<file path="src/inc/fpi_map.vh">
`ifndef FPI_MAP_VH
`define FPI_MAP_VH
`define FPI_OUT_BYTES     16
`define FPI_IN_BASE_BYTES 32
`define FPI_IN_MAX_BYTES  224
`define FPI_BLK_BYTES     16
`define FPI_BLK_MAX       12
`define FPI_RD_REGS       12
`define FPI_WR_REGS_MAX   6
`define FPI_CMD_NONE      8'h00
`define FPI_CMD_WINDOW    8'hfa
`define FPI_CMD_WRITE     8'hfb
`define FPI_CMD_CLR_PRST  8'hfc
`define FPI_ACK_FAIL      8'hf0
`define FPI_CERR_NONE     8'h00
`define FPI_CERR_COUNT    8'h01
`define FPI_CERR_UNKNOWN  8'h02
`define FPI_CERR_REJECT   8'h03
`define FPI_PRST_BIT      0
`define FPI_STATUS_RESET  16'h0001
`define FPI_RDADDR_RESET  16'h0000
`endif

</file>
<file path="src/hw/fpi_image_mux.v">
`timescale 1ns/1ps
`include "fpi_map.vh"
module fpi_image_mux
#(
  parameter NBLK = 12
)
(
  input  wire [7:0]          byte_idx,
  input  wire [15:0]         err_word,
  input  wire [15:0]         stat_word,
  input  wire [7:0]          ack_byte,
  input  wire [7:0]          cerr_byte,
  input  wire [15:0]         rd_addr,
  input  wire [12*16-1:0]    rd_data,
  input  wire [NBLK*128-1:0] blk_data,
  input  wire [3:0]          blk_count,
  output reg  [7:0]          byte_val
);
  function [7:0] hi_lo;
    input [15:0] w;
    input        lo;
    hi_lo = lo ? w[7:0] : w[15:8];
  endfunction

  reg [7:0] rel;
  reg [3:0] blk;
  reg [3:0] reg_n;
  always @*
  begin
    rel      = 8'h00;
    blk      = 4'h0;
    reg_n    = 4'h0;
    byte_val = 8'h00;
    if (byte_idx < 8'd2)
      byte_val = hi_lo(err_word, byte_idx[0]);
    else if (byte_idx < 8'd4)
      byte_val = hi_lo(stat_word, byte_idx[0]);
    else if (byte_idx == 8'd4)
      byte_val = ack_byte;
    else if (byte_idx == 8'd5)
      byte_val = cerr_byte;
    else if (byte_idx < 8'd8)
      byte_val = hi_lo(rd_addr, byte_idx[0]);
    else if (byte_idx < `FPI_IN_BASE_BYTES)
    begin
      rel      = byte_idx - 8'd8;
      reg_n    = rel[4:1];
      byte_val = hi_lo(rd_data[reg_n*16 +: 16], rel[0]);
    end
    else if (byte_idx < `FPI_IN_MAX_BYTES)
    begin
      rel = byte_idx - 8'd32;
      blk = rel[7:4];
      if (blk < blk_count)
        byte_val = blk_data[blk*128 + (15 - rel[3:0])*8 +: 8];
    end
  end
endmodule // fpi_image_mux

</file>
<file path="src/hw/fpi_process_image.v">
`timescale 1ns/1ps
`include "fpi_map.vh"
// Summary of operation
// - Output block always 16 bytes, mapped
// - Command, count, address, six write words
// - Execute only on changed command byte
// - Input base block of 32 bytes
// - Error word in bytes 0-1, zero ok
// - Ack equals command, or 240 on fail
// - Command error byte, zero on success
// - Bytes 6-7 give read window start
// - Twelve read registers refreshed continuously
// - Data blocks at byte 32 plus 16n
// - Image ends at byte 223
// - Unused block content reads as zero
// - Restart after fieldbus type change
// - Block count zero to twelve
module fpi_process_image
#(
  parameter NBLK = 12
)
(
  input  wire                clk,
  input  wire                reset_n,
  input  wire [8*16-1:0]     out_block,
  input  wire [15:0]         inst_error,
  input  wire [15:0]         inst_status_in,
  input  wire [3:0]          blk_count_cfg,
  input  wire [NBLK*128-1:0] blk_data,
  input  wire [1:0]          bus_type_cfg,
  input  wire [7:0]          in_byte_idx,
  input  wire [15:0]         reg_rd_data,
  input  wire                ext_cmd_ok,
  input  wire                ext_cmd_done,
  input  wire [7:0]          ext_cmd_err,
  output reg  [7:0]          in_byte_q,
  output reg  [15:0]         reg_rd_addr_q,
  output reg                 reg_wr_en_q,
  output reg  [15:0]         reg_wr_addr_q,
  output reg  [15:0]         reg_wr_data_q,
  output reg                 ext_cmd_go_q,
  output reg  [7:0]          ext_cmd_q,
  output reg                 restart_q,
  output reg  [7:0]          ack_q,
  output reg  [7:0]          cerr_q,
  output reg  [15:0]         rd_start_q
);
  localparam ST_IDLE = 2'd0;
  localparam ST_WR   = 2'd1;
  localparam ST_EXT  = 2'd2;

  function [15:0] out_word;
    input [8*16-1:0] blkv;
    input [3:0]      n;
    out_word = {blkv[(15 - n)*8 +: 8], blkv[(14 - n)*8 +: 8]};
  endfunction

  wire [7:0]  cmd_byte  = out_block[127:120];
  wire [7:0]  wr_count  = out_block[119:112];
  wire [15:0] start_adr = out_word(out_block, 4'd2);

  reg  [7:0]  cmd_prev_q;
  reg  [1:0]  state_q;
  reg  [2:0]  wr_idx_q;
  reg  [2:0]  wr_num_q;
  reg  [7:0]  cur_cmd_q;
  reg  [15:0] wr_base_q;
  reg  [3:0]  rd_idx_q;
  reg  [3:0]  rd_idx_d1_q;
  reg         rd_vld_q;
  reg  [15:0] rd_regs_q [0:11];
  reg  [12*16-1:0] rd_flat;
  reg  [1:0]  bus_type_q;
  reg         bus_seen_q;
  reg         prst_clr_q;
  wire [3:0]  blk_count = (blk_count_cfg > 4'd12) ? 4'd12 : blk_count_cfg;
  wire [7:0]  mux_byte;
  integer     i;
  integer     j;

  always @*
  begin
    rd_flat = {12*16{1'b0}};
    for (i = 0; i < 12; i = i + 1)
      rd_flat[i*16 +: 16] = rd_regs_q[i];
  end

  fpi_image_mux #(.NBLK(NBLK)) u_mux
  (
    .byte_idx  (in_byte_idx),
    .err_word  (inst_error),
    .stat_word (prst_clr_q ? (inst_status_in & ~`FPI_STATUS_RESET) : inst_status_in),
    .ack_byte  (ack_q),
    .cerr_byte (cerr_q),
    .rd_addr   (rd_start_q),
    .rd_data   (rd_flat),
    .blk_data  (blk_data),
    .blk_count (blk_count),
    .byte_val  (mux_byte)
  );

  // Round-robin refresh of the read window
  always @(posedge clk or negedge reset_n)
  begin
    if (!reset_n)
    begin
      rd_idx_q      <= 4'h0;
      rd_idx_d1_q   <= 4'h0;
      rd_vld_q      <= 1'b0;
      reg_rd_addr_q <= `FPI_RDADDR_RESET;
      in_byte_q     <= 8'h00;
      for (j = 0; j < 12; j = j + 1)
        rd_regs_q[j] <= 16'h0000;
    end
    else
    begin
      in_byte_q     <= mux_byte;
      rd_idx_q      <= (rd_idx_q == 4'd11) ? 4'h0 : rd_idx_q + 4'h1;
      reg_rd_addr_q <= rd_start_q + {12'h000, rd_idx_q};
      rd_idx_d1_q   <= rd_idx_q;
      rd_vld_q      <= 1'b1;
      if (rd_vld_q)
        rd_regs_q[rd_idx_d1_q] <= reg_rd_data;
    end
  end

  // Restart pulse on change of fieldbus type
  always @(posedge clk or negedge reset_n)
  begin
    if (!reset_n)
    begin
      bus_type_q <= 2'b00;
      bus_seen_q <= 1'b0;
      restart_q  <= 1'b0;
    end
    else
    begin
      bus_type_q <= bus_type_cfg;
      bus_seen_q <= 1'b1;
      restart_q  <= bus_seen_q && (bus_type_q != bus_type_cfg);
    end
  end

  // Command interpreter
  always @(posedge clk or negedge reset_n)
  begin
    if (!reset_n)
    begin
      cmd_prev_q    <= `FPI_CMD_NONE;
      state_q       <= ST_IDLE;
      wr_idx_q      <= 3'd0;
      wr_num_q      <= 3'd0;
      cur_cmd_q     <= `FPI_CMD_NONE;
      wr_base_q     <= 16'h0000;
      reg_wr_en_q   <= 1'b0;
      reg_wr_addr_q <= 16'h0000;
      reg_wr_data_q <= 16'h0000;
      ext_cmd_go_q  <= 1'b0;
      ext_cmd_q     <= 8'h00;
      ack_q         <= `FPI_CMD_NONE;
      cerr_q        <= `FPI_CERR_NONE;
      rd_start_q    <= `FPI_RDADDR_RESET;
      prst_clr_q    <= 1'b0;
    end
    else
    begin
      reg_wr_en_q  <= 1'b0;
      ext_cmd_go_q <= 1'b0;
      if (restart_q)
        prst_clr_q <= 1'b0;
      case (state_q)
        ST_IDLE:
        begin
          if (cmd_byte != cmd_prev_q)
          begin
            cmd_prev_q <= cmd_byte;
            cur_cmd_q  <= cmd_byte;
            case (cmd_byte)
              `FPI_CMD_NONE:
              begin
              end
              `FPI_CMD_WINDOW:
              begin
                rd_start_q <= start_adr;
                ack_q      <= cmd_byte;
                cerr_q     <= `FPI_CERR_NONE;
              end
              `FPI_CMD_WRITE:
              begin
                if (wr_count == 8'd0 || wr_count > `FPI_WR_REGS_MAX)
                begin
                  ack_q  <= `FPI_ACK_FAIL;
                  cerr_q <= `FPI_CERR_COUNT;
                end
                else
                begin
                  wr_num_q  <= wr_count[2:0];
                  wr_idx_q  <= 3'd0;
                  wr_base_q <= start_adr;
                  state_q   <= ST_WR;
                end
              end
              `FPI_CMD_CLR_PRST:
              begin
                prst_clr_q <= 1'b1;
                ack_q      <= cmd_byte;
                cerr_q     <= `FPI_CERR_NONE;
              end
              default:
              begin
                ext_cmd_q    <= cmd_byte;
                ext_cmd_go_q <= 1'b1;
                state_q      <= ST_EXT;
              end
            endcase
          end
        end
        ST_WR:
        begin
          reg_wr_en_q   <= 1'b1;
          reg_wr_addr_q <= wr_base_q + {13'h0000, wr_idx_q};
          reg_wr_data_q <= out_word(out_block, {wr_idx_q, 1'b0} + 4'd4);
          wr_idx_q      <= wr_idx_q + 3'd1;
          if (wr_idx_q + 3'd1 == wr_num_q)
          begin
            ack_q   <= cur_cmd_q;
            cerr_q  <= `FPI_CERR_NONE;
            state_q <= ST_IDLE;
          end
        end
        ST_EXT:
        begin
          if (ext_cmd_done)
          begin
            ack_q   <= ext_cmd_ok ? cur_cmd_q : `FPI_ACK_FAIL;
            cerr_q  <= ext_cmd_ok ? `FPI_CERR_NONE : ext_cmd_err;
            state_q <= ST_IDLE;
          end
        end
        default:
        begin
          state_q <= ST_IDLE;
        end
      endcase
    end
  end
endmodule // fpi_process_image

</file>
<file path="config.mk">
export PLATFORM = sky130hd
export DESIGN_NAME = fpi_process_image
export DESIGN_NICKNAME = d
export VERILOG_FILES = /design/src/hw/fpi_image_mux.v /design/src/hw/fpi_process_image.v
export VERILOG_INCLUDE_DIRS = /design/src /design/src/inc
export SDC_FILE = /design/constraint.sdc
export NUM_CORES = 1
export LEC_CHECK = 0
export BUFFER_PORTS_ARGS = -buffer_cell sky130_fd_sc_hd__buf_2
export CAP_MARGIN = 20
export CORE_AREA = 2 2 721 723
export CTS_BUF_LIST = sky130_fd_sc_hd__clkbuf_8
export CTS_CLUSTER_DIAMETER = 60
export CTS_CLUSTER_SIZE = 8
export DETAILED_ROUTE_END_ITERATION = 8
export DIE_AREA = 0 0 723 725
export GPL_TIMING_DRIVEN = 0
export PLACE_DENSITY = 0.3
export SETUP_SLACK_MARGIN = 0.2
export SLEW_MARGIN = 5
export SYNTH_ARGS = -nofsm -noshare
export SYNTH_HDL_FRONTEND = slang
export SYNTH_HIERARCHICAL = 1
export SYNTH_SLANG_ARGS = --single-unit
</file>
<file path="constraint.sdc">
create_clock -name clk -period 3.1 [get_ports clk]
set_input_delay 0.155 -clock clk [delete_from_list [all_inputs] [get_ports clk]]
set_output_delay 0.155 -clock clk [all_outputs]
set_load 0.01 [all_outputs]
</file>
# Word-level counts from Yosys, hierarchy flattened
# Index checks and enable logic that the tools add are counted.
# totals
regBits,335
in_bits,1738
output_inout_bits,99
wordCells,149
# op_classes
n_addsub,11
magnitude_cmp,10
n_eq_ne,20
n_shift,4
mux,50
n_bitwise,3
reduce_logical,18
# ops
operator,count
$shiftx A1536 B33 Y8,1
$shiftx A128 B33 Y8,2
$bwmux W192,1
$shiftx A192 B9 Y16,1
$mux W8,22
$demux W16 S4,1
$pmux W8 S3,2
$add A11 B32 Y32,1
$pmux W8 S2,2
$eq A8 B8 Y1 const B,3
$add A16 B3 Y16,1
$add A16 B4 Y16,1
$eq A8 B3 Y1 const B,2
$logic_not A8 Y1,2
$mux W16,1
$sub A4 B4 Y5 const A,3
$ne A2 B2 Y1 const B,5
$mux W1,9
$mux W3,3
$gt A8 B3 Y1 const B,1
$lt A8 B2 Y1 const B,1
$lt A8 B3 Y1 const B,1
$lt A8 B4 Y1 const B,1
$lt A8 B6 Y1 const B,1
39 further kinds,48

# Logic depth before layout (Yosys ltp)
# depth
ltp_word,12
depth_mapped,14

# Hierarchy
# The synthesis kept the hierarchy.
# modules_own_cells
module,instances,cells_per_inst,area_per_inst_um2,seq_area_each_um2
fpi_image_mux,1,1194,14844.2,0.0
fpi_process_image,1,1049,14400.1,8383.0

# Least setup slack after synthesis
# No wires, ideal clock.
# synth_timing
path_type,input port to flip-flop
start,input port in_byte_idx[5]
end,register in_byte_q[5]
setup_time_ps,64
arrival_ps,2777
t_required_ps,3036
slack_ps,258
stages,12
n_path_buf,3
path_cell_list,clkbuf_1 clkinv_1 clkbuf_1 ha_1 inv_1 ha_1 o21ai_0 o21ai_0 or2_2 clkbuf_1 a2111oi_0 a21o_1
# synth_via
elab_chain_len,11
word_cells_on_any_way,19
classes_between,2 x add/sub; 6 x order compare; 2 x eq/ne; 1 x shift; 8 x mux
# synth_rtl
item,line,text
start: declaration,fpi_process_image.v:31,"input wire [7:0] in_byte_idx,"
$sub A8 B6 Y8,fpi_image_mux.v:52,rel = byte_idx - 8'd32;
$add A11 B32 Y32,fpi_image_mux.v:55,byte_val = blk_data[blk*128 + (15 - rel[3:0])*8 +: 8];
$shiftx A1536 B33 Y8,fpi_image_mux.v:55,
$mux W8,fpi_image_mux.v:54,if (blk < blk_count)
$mux W8,fpi_image_mux.v:50,else if (byte_idx < `FPI_IN_MAX_BYTES)
$mux W8,fpi_image_mux.v:44,else if (byte_idx < `FPI_IN_BASE_BYTES)
$mux W8,fpi_image_mux.v:42,else if (byte_idx < 8'd8)
$mux W8,fpi_image_mux.v:40,else if (byte_idx == 8'd5)
$mux W8,fpi_image_mux.v:38,else if (byte_idx == 8'd4)
$mux W8,fpi_image_mux.v:36,else if (byte_idx < 8'd4)
$mux W8 *,fpi_image_mux.v:34,if (byte_idx < 8'd2)
named net mux_byte[5],fpi_process_image.v:77,wire [7:0] mux_byte;
end signal: assignment,fpi_process_image.v:117,in_byte_q <= mux_byte;
end: declaration,fpi_process_image.v:36,"output reg [7:0] in_byte_q,"
# The timed path passes the listed nets; every way through them passes the cells marked *.
# A chain may end at the register's enable or synchronous reset.

# Worst setup path after layout
# layout_timing
start,input port in_byte_idx[1]
end,register in_byte_q[3]
# layout_via
elab_chain_len,12
word_cells_on_any_way,23
classes_between,4 x add/sub; 6 x order compare; 2 x eq/ne; 2 x shift; 9 x mux
# layout_rtl
item,line
$sub A8 B6 Y8,fpi_image_mux.v:52
$sub A4 B4 Y5,fpi_image_mux.v:55
$add A11 B32 Y32,fpi_image_mux.v:55
$shiftx A1536 B33 Y8,fpi_image_mux.v:55
$mux W8,fpi_image_mux.v:54
$mux W8,fpi_image_mux.v:50
$mux W8,fpi_image_mux.v:44
$mux W8,fpi_image_mux.v:42
$mux W8,fpi_image_mux.v:40
$mux W8,fpi_image_mux.v:38
$mux W8,fpi_image_mux.v:36
$mux W8 *,fpi_image_mux.v:34
named net mux_byte[3],fpi_process_image.v:77
# Marked as above.

==> results.toml <==
[timing]
worst_hold_slack_ns = 0.117
slew_headroom = 0.279
fin_crit_ns = 2.99
rsz0062_at_grt = "yes"
max_freq_ghz = 0.335
fin_crit_sh = 0.963
finClkSkew_ns = 0.128
hold_viol_final = 0
worst_pin_slew_ns = 1.08
report.final.slew_viol_count = 0
setup_violations = 0

[setup_path]
reg2reg_depth = 5
start_kind = "input port"
path_class = "input port to flop"
cp-end-kind = "flop"
arrival_ns = 3.75
r2r_slack_ns = 0.29
crit-reg2reg-capture = "rd_flat[168]$_DFFE_PN0P_"
required_ns = 3.86
cp_max_fo = 10
regToRegStartpoint = "bus_seen_q$_DFF_PN0_"

[min_path]
holdPathEnd = "in_byte_q[3]$_DFF_PN0_"
hold_path_depth = 5
hold_class = "input port to flop"
hold_start = "inst_status_in[3]"

[power_and_ir_drop]
power_frac_comb = 0.480
clkPwrFrac = 0.231
leakage_uw = 0.0213
ir_drop_v = 0.000302
switching_share = 0.445
switchingPower_uw = 8520
p_seq_frac = 0.288
intPower_uw = 10600
p_per_area_nw_per_um2 = 352

[detailed_routing]
via_per_inst = 3.03
vias = 35104
antenna_left = 0
routedWlPerCell_um = 39.1
drt_drc_violations_left = 0
routed_wirelength_um = 454000
drt_iter0_markers = 2836
first_pass_iters = 5

[global_routing]
grt_pass1_vias = 36671
grt_overflow_total = 0
grt_max_degree = 83
met3_usage = 0.0308
grt_util_all_layers = 0.167
antenna_found_initial = 282
grt_pass1_wl_um = 536000
busiest_layer = "met2"
use_met1 = 0.216
use_met2 = 0.282

[logic_synthesis]
synth_ff_type = "dfrtp_1"
netlist.area_leader.share = 0.355
netlist_area_um2 = 29200
ys_async_sr_fraction = 1.00
seq_area_frac_synth = 0.287
synth_edf_count = 0
synth-seq-cells = 335
yosysWarnings = 6
netlist_top_cells_area = "mux4_2 36%, dfrtp_1 29%, mux2_2 10%, mux2i_1 4.4%, nand2_1 1.7%"
synth_cell_types = 74
synthesis.nets = 4000
synth_top_area_cell = "mux4_2"
avgSynthCellArea_um2 = 13.0
synthCells = 2243

[floorplanning]
io_pins = 1837
chipHeight_um = 725
die-area_um2 = 524000
start_util = 0.0567
chipWidth_um = 723
rows = 264
core_region_area_um2 = 516000

[finish]
drive_gt1_frac = 0.693
final_area_um2 = 54300
area_delta_synth_final_pct = 85.8
register_area_um2 = 8380
multiInputGateArea_um2 = 20400
nFillCells = 59700
finalNonFillerCells = 11602
nNetsFinal = 6203

[job]
cap_viol_max_count = 0

[place]
io_buffers = 1833
dp.cells = 11076
dp_hpwl_um = 398000
placed_cell_area_um2 = 48700
gp_congestion = 0.905

[cts]
clk_pin_slew_ns = 0.05
insertion_delay_ns = 0.90
clock_path_buffers = 3
clock-root-buffer = "clkbuf_8"
numCtsBuffers = 60
h-tree-depth = 2
clock-sinks = 335
cts_tree = "yes"

[status]
status = "complete, no violations"
[state kept, by name, summed over array words and instances, names as in the netlist]
signal	flops
ext_cmd_q	8
state_q	2
rd_idx_d1_q	4
wr_base_q	16
bus_seen_q	1
ack_q	8
restart_q	1
cerr_q	8
cur_cmd_q	8
rd_flat	192
rd_idx_q	4
rd_start_q	16
prst_clr_q	1
wr_num_q	3
in_byte_q	8
reg_wr_data_q	16
bus_type_q	2
ext_cmd_go_q	1
reg_rd_addr_q	16
reg_wr_addr_q	16
wr_idx_q	3
reg_wr_en_q	1
[synth_stat cells, types with 13 or more instances]
library cell / instances
nand4_1: 16
buf_1: 29
a22oi_1: 53
xnor2_1: 33
buf_6: 21
mux2i_1: 129
and3_1: 13
inv_1: 36
a211oi_1: 16
mux2_2: 268
buf_2: 49
nor2b_1: 19
o21ai_0: 38
nor2_1: 71
buf_4: 29
nand2_1: 133
clkbuf_1: 91
o22ai_1: 31
nand3_1: 41
mux4_2: 461
a21oi_1: 84
o211ai_1: 21
a31oi_1: 19
ha_1: 17
dfrtp_1: 335
nor3_1: 22
nand2b_1: 17
[per-layer routing]
metal  vias to the layer above  share of wire
li1                      13821              -
met1                     18577           0.43
met3                       480          0.059
met5                         -         0.0012
met4                        82          0.031
met2                      2144           0.48
[worst max-delay path, cell delays in order]
cell and delay [ns]:
buf_6 0.24, buf_6 0.27, buf_4 0.28, buf_12 0.23, buf_6 0.32, buf_6 0.32, mux4_2 0.38, mux2i_1 0.59
o21ai_0 0.17, o21ai_1 0.14, nor2_2 0.15, a211o_1 0.32
[power by group through the flow]
stage | registers [uW] | clock network, uW | logic (uW)
global route | 5580 | 4800 | 9620
CTS | 5550 | 4730 | 9460
detailed placement | 5620 | 0 | 8780
finish | 5520 | 4420 | 9190
global placement | 5600 | 0 | 8500
floorplan | 5380 | 0 | 2930
[what timing repair did]
item                                    in CTS  in global routing
pin swaps                                   12                  8
gates resized for setup                    385                 44
buffers inserted                            31                 15
endpoints found under the setup margin     130                 33
hold endpoints to repair                   464                  0
hold buffers                               180                  0
[cell type report]
cell class	instances	area share
antenna	217	0.00999
buffer	219	0.0400
clock buffer	64	0.0162
clock inverter	21	0.00380
inverter	40	0.00325
multi-input combinational	1646	0.375
sequential	335	0.154
tap	6916	0.159
timing repair buffer	2144	0.238
[kinds of logic after synthesis]
group                    Yosys count  synth area share
multiplexers                     858             0.502
AND/OR/NAND/NOR                  383            0.0636
AO/OA/AOI/OAI                    341            0.0789
flip-flops                       335             0.287
buffers and inverters            262            0.0460
XOR/XNOR                          44            0.0137
adder cells (fa/ha/maj)           19           0.00864
other                              1          0.000128
[how the worst max path moves through the flow]
stage              startpoint                     end  slack, ns  depth (start not counted)
6_report       in_byte_idx[1]  in_byte_q[3]$_DFF_PN0_       0.11                         12
5_1_grt        in_byte_idx[2]  in_byte_q[4]$_DFF_PN0_       0.16                         11
4_1_cts        in_byte_idx[0]  in_byte_q[4]$_DFF_PN0_       0.09                         14
3_5_place_dp   in_byte_idx[0]  in_byte_q[4]$_DFF_PN0_      -3.34                         14
3_3_place_gp   in_byte_idx[3]  in_byte_q[0]$_DFF_PN0_      -7.21                          9
2_1_floorplan  in_byte_idx[5]  in_byte_q[5]$_DFF_PN0_       0.26                         12
[stage by stage]
stage          setup slack, ns  TNS [ns]  total power, uW    util
6_report                 0.114         0            19100   0.105
3_5_place_dp             -3.34    -31.66            14400  0.0944
4_1_cts                 0.0923         0            19700   0.104
2_1_floorplan            0.258         0             8310       -
3_3_place_gp             -7.21  -2119.88            14100  0.0912
5_1_grt                  0.164         0            20000   0.105
[placed cells by master (no fill, tap or decap), drive strengths merged, types with 6 or more instances in the layout]
cell         instances
a211oi              17
a21oi               84
a221oi              15
a22o                12
a22oi               53
a31oi               19
and2                 9
and3                13
buf               2093
clkbuf             150
clkinv              10
dfrtp              335
diode              217
dlygate4sd3        179
ha                  17
inv                 45
mux2               268
mux2i              129
mux4               461
nand2              133
nand2b              17
nand3               41
nand4               16
nor2                71
nor2b               19
nor3                24
nor4                11
o211ai              21
o21ai               41
o22ai               31
or3                  6
xnor2               33
xor2                10
Note: power is estimated with default switching activity, not from simulation.
